File: config.mk
export PLATFORM = sky130hd
export DESIGN_NAME = gsr_register_file
export DESIGN_NICKNAME = d
export VERILOG_FILES = /design/src/pkg/gsr_pkg.sv /design/src/gsr_register_file.sv
export SDC_FILE = /design/constraint.sdc
export NUM_CORES = 2
export LEC_CHECK = 0
export BUFFER_PORTS_ARGS = -buffer_cell sky130_fd_sc_hd__buf_2
export CORE_AREA = 2 2 383 385
export DETAILED_ROUTE_END_ITERATION = 8
export DIE_AREA = 0 0 385 387
export REMOVE_ABC_BUFFERS = 1
export SLEW_MARGIN = 20
export SYNTH_ARGS = -nofsm -noshare
export SYNTH_HDL_FRONTEND = slang
export SYNTH_SLANG_ARGS = --single-unit
File: constraint.sdc
create_clock -name clk_sys -period 65.9 [get_ports clk_sys]
set_input_delay 9.885 -clock clk_sys [delete_from_list [all_inputs] [get_ports clk_sys]]
set_output_delay 9.885 -clock clk_sys [all_outputs]
set_load 0.02 [all_outputs]
File: src/pkg/gsr_pkg.sv
package gsr_pkg;

  ////////////////////////////////////////////////////////////////////////////
  // Geometry of the register file.
  localparam int unsigned NUM_REGS     = 16;
  localparam int unsigned IDX_W        = 4;
  localparam int unsigned REG_W        = 64;
  localparam int unsigned HALF_W       = 32;
  localparam int unsigned WORD_W       = 16;
  localparam int unsigned BYTE_W       = 8;
  localparam int unsigned HIGH_LSB     = 8;
  localparam logic [REG_W-1:0]  GPR_RESET  = 64'h0000_0000_0000_0000;
  localparam logic [HALF_W-1:0] UPPER_ZERO = 32'h0000_0000;

  ////////////////////////////////////////////////////////////////////////////
  // Operand size codes as presented by decode.
  typedef enum logic [1:0] {
    GSR_BYTE  = 2'h0,
    GSR_WORD  = 2'h1,
    GSR_DWORD = 2'h3,
    GSR_QWORD = 2'h2
  } gsr_size_type;

  // All state of the register file in one vector.
  typedef struct packed {
    logic [NUM_REGS-1:0][REG_W-1:0] gpr;
    logic [REG_W-1:0]               rdData;
    logic                           rdValid;
    logic                           fault;
    logic                           mode64Prev;
  } gsr_state_type;

endpackage : gsr_pkg

File: src/gsr_register_file.sv
module gsr_register_file (
  // Clock and reset
  input  wire logic                          clk_sys,
  input  wire logic                          reset,
  // Mode and per-instruction extension prefix
  input  wire logic                          mode64,
  input  wire logic                          register_extension_prefix,
  // Write port from execute
  input  wire logic                          wrEn,
  input  wire logic [gsr_pkg::IDX_W-1:0]     wrIdx,
  input  wire gsr_pkg::gsr_size_type         wrSize,
  input  wire logic [gsr_pkg::REG_W-1:0]     wrData,
  // Read port from decode
  input  wire logic                          rdEn,
  input  wire logic [gsr_pkg::IDX_W-1:0]     rdIdx,
  input  wire gsr_pkg::gsr_size_type         rdSize,
  // Answers
  output logic      [gsr_pkg::REG_W-1:0]     rdData,
  output logic                               rdValid,
  output logic                               fault
);

  ////////////////////////////////////////////////////////////////////////////
  // Operand decode helpers.

  // Physical register that a view names; without the prefix only three index bits exist.
  function automatic logic [gsr_pkg::IDX_W-1:0] regNum(input logic [gsr_pkg::IDX_W-1:0] idx,
                                                      input gsr_pkg::gsr_size_type sz,
                                                      input logic pfx);
    regNum = idx;
    if (!pfx) begin
      regNum = {1'h0, idx[2:0]};
      if (sz == gsr_pkg::GSR_BYTE && idx[2]) begin
        regNum = {2'h0, idx[1:0]};
      end
    end
  endfunction : regNum

  // High-byte view only for codes 4..7 without prefix; the prefix turns them into low bytes.
  function automatic logic highSel(input logic [gsr_pkg::IDX_W-1:0] idx,
                                   input gsr_pkg::gsr_size_type sz,
                                   input logic pfx);
    highSel = (sz == gsr_pkg::GSR_BYTE) && !pfx && idx[2];
  endfunction : highSel

  // Quadword view is not selectable without the prefix.
  function automatic logic illegalView(input gsr_pkg::gsr_size_type sz, input logic pfx);
    illegalView = (sz == gsr_pkg::GSR_QWORD) && !pfx;
  endfunction : illegalView

  // Extract a zero-extended view of a register.
  function automatic logic [gsr_pkg::REG_W-1:0] viewOf(input logic [gsr_pkg::REG_W-1:0] r,
                                                      input gsr_pkg::gsr_size_type sz,
                                                      input logic hi);
    viewOf = '0;
    unique case (sz)
      gsr_pkg::GSR_BYTE:  viewOf[gsr_pkg::BYTE_W-1:0] = hi ? r[gsr_pkg::WORD_W-1:gsr_pkg::HIGH_LSB]
                                                           : r[gsr_pkg::BYTE_W-1:0];
      gsr_pkg::GSR_WORD:  viewOf[gsr_pkg::WORD_W-1:0] = r[gsr_pkg::WORD_W-1:0];
      gsr_pkg::GSR_DWORD: viewOf[gsr_pkg::HALF_W-1:0] = r[gsr_pkg::HALF_W-1:0];
      gsr_pkg::GSR_QWORD: viewOf = r;
    endcase
  endfunction : viewOf

  // Merge a result into the old register value according to operand size.
  function automatic logic [gsr_pkg::REG_W-1:0] mergeWrite(input logic [gsr_pkg::REG_W-1:0] old,
                                                          input logic [gsr_pkg::REG_W-1:0] d,
                                                          input gsr_pkg::gsr_size_type sz,
                                                          input logic hi);
    mergeWrite = old;
    unique case (sz)
      gsr_pkg::GSR_BYTE: begin
        if (hi) begin
          mergeWrite[gsr_pkg::WORD_W-1:gsr_pkg::HIGH_LSB] = d[gsr_pkg::BYTE_W-1:0];
        end else begin
          mergeWrite[gsr_pkg::BYTE_W-1:0] = d[gsr_pkg::BYTE_W-1:0];
        end
      end
      gsr_pkg::GSR_WORD:  mergeWrite[gsr_pkg::WORD_W-1:0] = d[gsr_pkg::WORD_W-1:0];
      gsr_pkg::GSR_DWORD: mergeWrite = {gsr_pkg::UPPER_ZERO, d[gsr_pkg::HALF_W-1:0]};
      gsr_pkg::GSR_QWORD: mergeWrite = d;
    endcase
  endfunction : mergeWrite

  ////////////////////////////////////////////////////////////////////////////
  // State and next-state logic.

  gsr_pkg::gsr_state_type stateReg;
  gsr_pkg::gsr_state_type stateNext;
  logic [gsr_pkg::IDX_W-1:0] wrNum;
  logic                      wrHigh;
  logic                      wrBad;
  logic [gsr_pkg::IDX_W-1:0] rdNum;
  logic                      rdHigh;
  logic                      rdBad;
  logic                      modeExit;

  // One prefix input serves every operand of the instruction, so high and new bytes cannot mix.
  assign wrNum    = regNum(wrIdx, wrSize, register_extension_prefix);
  assign wrHigh   = highSel(wrIdx, wrSize, register_extension_prefix);
  assign wrBad    = illegalView(wrSize, register_extension_prefix);
  assign rdNum    = regNum(rdIdx, rdSize, register_extension_prefix);
  assign rdHigh   = highSel(rdIdx, rdSize, register_extension_prefix);
  assign rdBad    = illegalView(rdSize, register_extension_prefix);
  assign modeExit = stateReg.mode64Prev && !mode64;

  // Read returns the pre-write value when the same register is written in the same cycle.
  always_comb begin
    stateNext            = stateReg;
    stateNext.mode64Prev = mode64;
    stateNext.rdValid    = rdEn && !rdBad;
    stateNext.fault      = (rdEn && rdBad) || (wrEn && wrBad);
    if (rdEn && !rdBad) begin
      stateNext.rdData = viewOf(stateReg.gpr[rdNum], rdSize, rdHigh);
    end
    if (wrEn && !wrBad) begin
      stateNext.gpr[wrNum] = mergeWrite(stateReg.gpr[wrNum], wrData, wrSize, wrHigh);
    end
    // Upper halves are zeroed on leaving 64-bit mode; cheaper to test than truly undefined bits.
    if (modeExit) begin
      for (int i = 0; i < gsr_pkg::NUM_REGS; i++) begin
        stateNext.gpr[i][gsr_pkg::REG_W-1:gsr_pkg::HALF_W] = gsr_pkg::UPPER_ZERO;
      end
    end
  end

  // Single register stage for all state; the mode history resets low, so that
  // holding mode64 low across the release of reset is never taken for an exit.
  always_ff @(posedge clk_sys or posedge reset) begin
    if (reset) begin
      stateReg <= '{gpr: {gsr_pkg::NUM_REGS{gsr_pkg::GPR_RESET}}, rdData: gsr_pkg::GPR_RESET,
                    rdValid: 1'h0, fault: 1'h0, mode64Prev: 1'h0};
    end else begin
      stateReg <= stateNext;
    end
  end

  assign rdData  = stateReg.rdData;
  assign rdValid = stateReg.rdValid;
  assign fault   = stateReg.fault;
endmodule : gsr_register_file

==> metrics.txt <==
Worst slew margin 26.81%; endpoint of the worst-slack reg-to-reg timing path stateReg[697]$_DFFE_PP0P_; TritonCTS clock tree built; Max Fclk 73.12 MHz; reported leakage power 26.02 nW; final slew viol count 0; deepest clock path buffer count 3; Resized cells post-CTS 0; Post-CTS Setup Inserts 0; launching point of the worst reg2reg path stateReg[0]$_DFF_PP0_; Post-Syn Instances 5029; unrepaired setup endpoints after global routing false; pin count of the biggest net entering global routing 120; relative area change from synthesis to final layout 9.735%; critical path capture point type flop; post-route antenna net violation count 0; endpoints failing setup 0; # port buffers 147; number of hold violations in the final report 0; transition time at the pin with the least slew margin 1.097 ns; clock buffer count from CTS 112; routed vias/inst 6.142; data arrival time at the worst-slack endpoint 14.25 ns; leading cell type in the layout, fill and taps excluded sky130_fd_sc_hd__nand2_1; highest metal used met5; total clock sinks 1091; crit path launch wrIdx[1]; number of I/O pins 148; flip-flop cell with the highest count after synthesis sky130_fd_sc_hd__dfrtp_1; maximum fanout encountered on the critical timing path 75; top cells by area, synth sky130_fd_sc_hd__dfrtp_1, sky130_fd_sc_hd__mux4_2, sky130_fd_sc_hd__nand2_1, sky130_fd_sc_hd__o21ai_0, sky130_fd_sc_hd__mux2_2; mean routed wirelength per cell 27.57 um; Period Utilization, post-route 20.75%; drt drc 0; Worst Hold Depth 2; Yosys warning total 0; count of H-tree levels built during CTS 3; detailed placement HPWL 98.21 mm; routed wire length on met2 87.72 mm; number of synthesized flops with an enable pin 0; Yosys top cell area share 48.72%; share of the yosys chip area belonging to registers 48.72%; via count of the first global-routing pass 41900; outcome finished, final reports clean; async set-or-reset flop fraction in the synthesized netlist 100.0%; die outline height 387 um; Synth area leader sky130_fd_sc_hd__dfrtp_1; net count of the finished layout 4955; Initial DRC Count 4605; Core Footprint 0.1449 mm2; Final Instance Count excl. Fillers 6889; overall track demand over capacity in global routing 25.31%; met3 wire len 17.85 mm; wl on met1 77.85 mm; final clock skew 0.02338 ns; post-CTS clock slew at the launch and capture registers of the worst setup and hold paths 0.06 ns; mean cell area of the mapped netlist 11.14 um2; die area 0.1490 mm2; setup slack on the worst flop-to-flop path 63.10 ns; worst hold slack 0.4823 ns; most used cells in the layout excluding fill and tap cells sky130_fd_sc_hd__nand2_1, sky130_fd_sc_hd__dfrtp_1, sky130_fd_sc_hd__o21ai_0; wire length of the first global-routing pass 281.4 mm; count of cells along the worst register-to-register path 5; die width 385 um; Peak VDD IR 27.79 uV; final critical delay including setup and external delays 13.68 ns; hold-fix buffer count after cts 0; instance count after placement with tap cells included 6676; clock latency on the worst-skew pair 0.73 ns; number of synthesized register bits 1091; iteration count of the initial detailed-routing pass 6; final wirelength 190.0 mm; hold-critical path endpoint stateReg[388]$_DFFE_PP0P_; row count 140; Tightest Hold Check Type flop to flop; hold_sp stateReg[388]$_DFFE_PP0P_; Power Dens Cells 29.30 mW/mm2; Final Core Density 42.45%; placer congestion estimate 0.8034; initial antenna violation count 13; setup TNS 0 ns; routed via count 42310; critical path type primary input to flop; clock tree root driver cell sky130_fd_sc_hd__clkbuf_16; share of cells above drive strength 1 23.11%; data required time of the worst path 66.47 ns; number of max-capacitance violations reported 0; initial core utilization 38.68%; overflow left after global routing 0; Distinct cells, synth 72; Post-Synthesis Cell Area 0.05603 mm2; crit path launch type primary input
layout make-up:
type,instances,area (um2)
Timing Repair Buffer,279,1815
Antenna cell,5,12.51
Clock inverter,42,515.5
Clock buffer,166,3398
Fill cell,13700,83370
Inverter,4,22.52
Sequential cell,1091,27300
Multi-Input combinational cell,3385,26030
Tap cell,1917,2399
report_power, final:
| group | total, mW | switching (mW) | internal [mW] |
|---|---|---|---|
| Sequential | 0.821 | 0.0626 | 0.758 |
| Clock | 0.678 | 0.282 | 0.396 |
| Combinational | 0.303 | 0.166 | 0.137 |
| Total | 1.80 | 0.511 | 1.29 |
how the worst max path moves through the flow:
| stage | endpoint |
|---|---|
| floorplan | fault$_DFF_PP0_ |
| global placement | stateReg[536]$_DFFE_PP0P_ |
| detailed placement | stateReg[855]$_DFFE_PP0P_ |
| CTS | stateReg[216]$_DFFE_PP0P_ |
| global route | stateReg[216]$_DFFE_PP0P_ |
| finish | stateReg[408]$_DFFE_PP0P_ |
routing by layer:
metal  vias to the layer above  global-route usage (%)
li1                      17870                       -
met1                     21900                   35.16
met2                      2120                   39.36
met3                       422                   5.562
met4                         8                   8.260
met5                         -                       0
registers in the layout, summed over array words and instances (netlist names):
register  flops
fault         1
rdData       64
rdValid       1
stateReg   1025
worst max-delay path, cell delays in order:
cell	delay (ns)
sky130_fd_sc_hd__buf_8	0.50
sky130_fd_sc_hd__buf_4	0.75
sky130_fd_sc_hd__buf_4	0.75
sky130_fd_sc_hd__buf_4	0.61
sky130_fd_sc_hd__mux4_2	0.57
sky130_fd_sc_hd__a32oi_1	0.16
sky130_fd_sc_hd__nand4_1	0.10
sky130_fd_sc_hd__o21ai_0	0.37
sky130_fd_sc_hd__buf_4	0.28
sky130_fd_sc_hd__o21ai_0	0.10
synthesized netlist by cell type (40+ instances only):
cell,instances
sky130_fd_sc_hd__a21oi_1,114
sky130_fd_sc_hd__a32o_1,54
sky130_fd_sc_hd__buf_2,162
sky130_fd_sc_hd__buf_4,97
sky130_fd_sc_hd__buf_6,40
sky130_fd_sc_hd__clkbuf_1,215
sky130_fd_sc_hd__dfrtp_1,1091
sky130_fd_sc_hd__mux2_2,138
sky130_fd_sc_hd__mux2i_1,144
sky130_fd_sc_hd__mux4_2,410
sky130_fd_sc_hd__nand2_1,1115
sky130_fd_sc_hd__nand3_1,138
sky130_fd_sc_hd__nor2_1,75
sky130_fd_sc_hd__o21ai_0,811
sky130_fd_sc_hd__o21ai_1,84
per-stage QoR:
stage	power [mW]	worst slack, ns	area, um2
2_1_floorplan	1.017	25.30	52970
3_3_place_gp	1.120	51.52	57490
3_5_place_dp	1.131	51.52	57500
4_1_cts	1.806	52.29	61410
5_1_grt	1.874	52.08	61480
6_report	1.801	52.22	61490
kinds of logic (layout without fill, tap and decap cells):
group                  after synthesis  count (layout)  share of synthesized area [%]
AO/OA/AOI/OAI                     1250            1250                          12.90
buffers and inverters              553             491                          5.497
flip-flops                        1091            1091                          48.72
multiplexers                       701             701                          22.21
other                                0               5                              0
AND/OR/NAND/NOR                   1434            1434                          10.67
(Power assumes the default switching activity.)
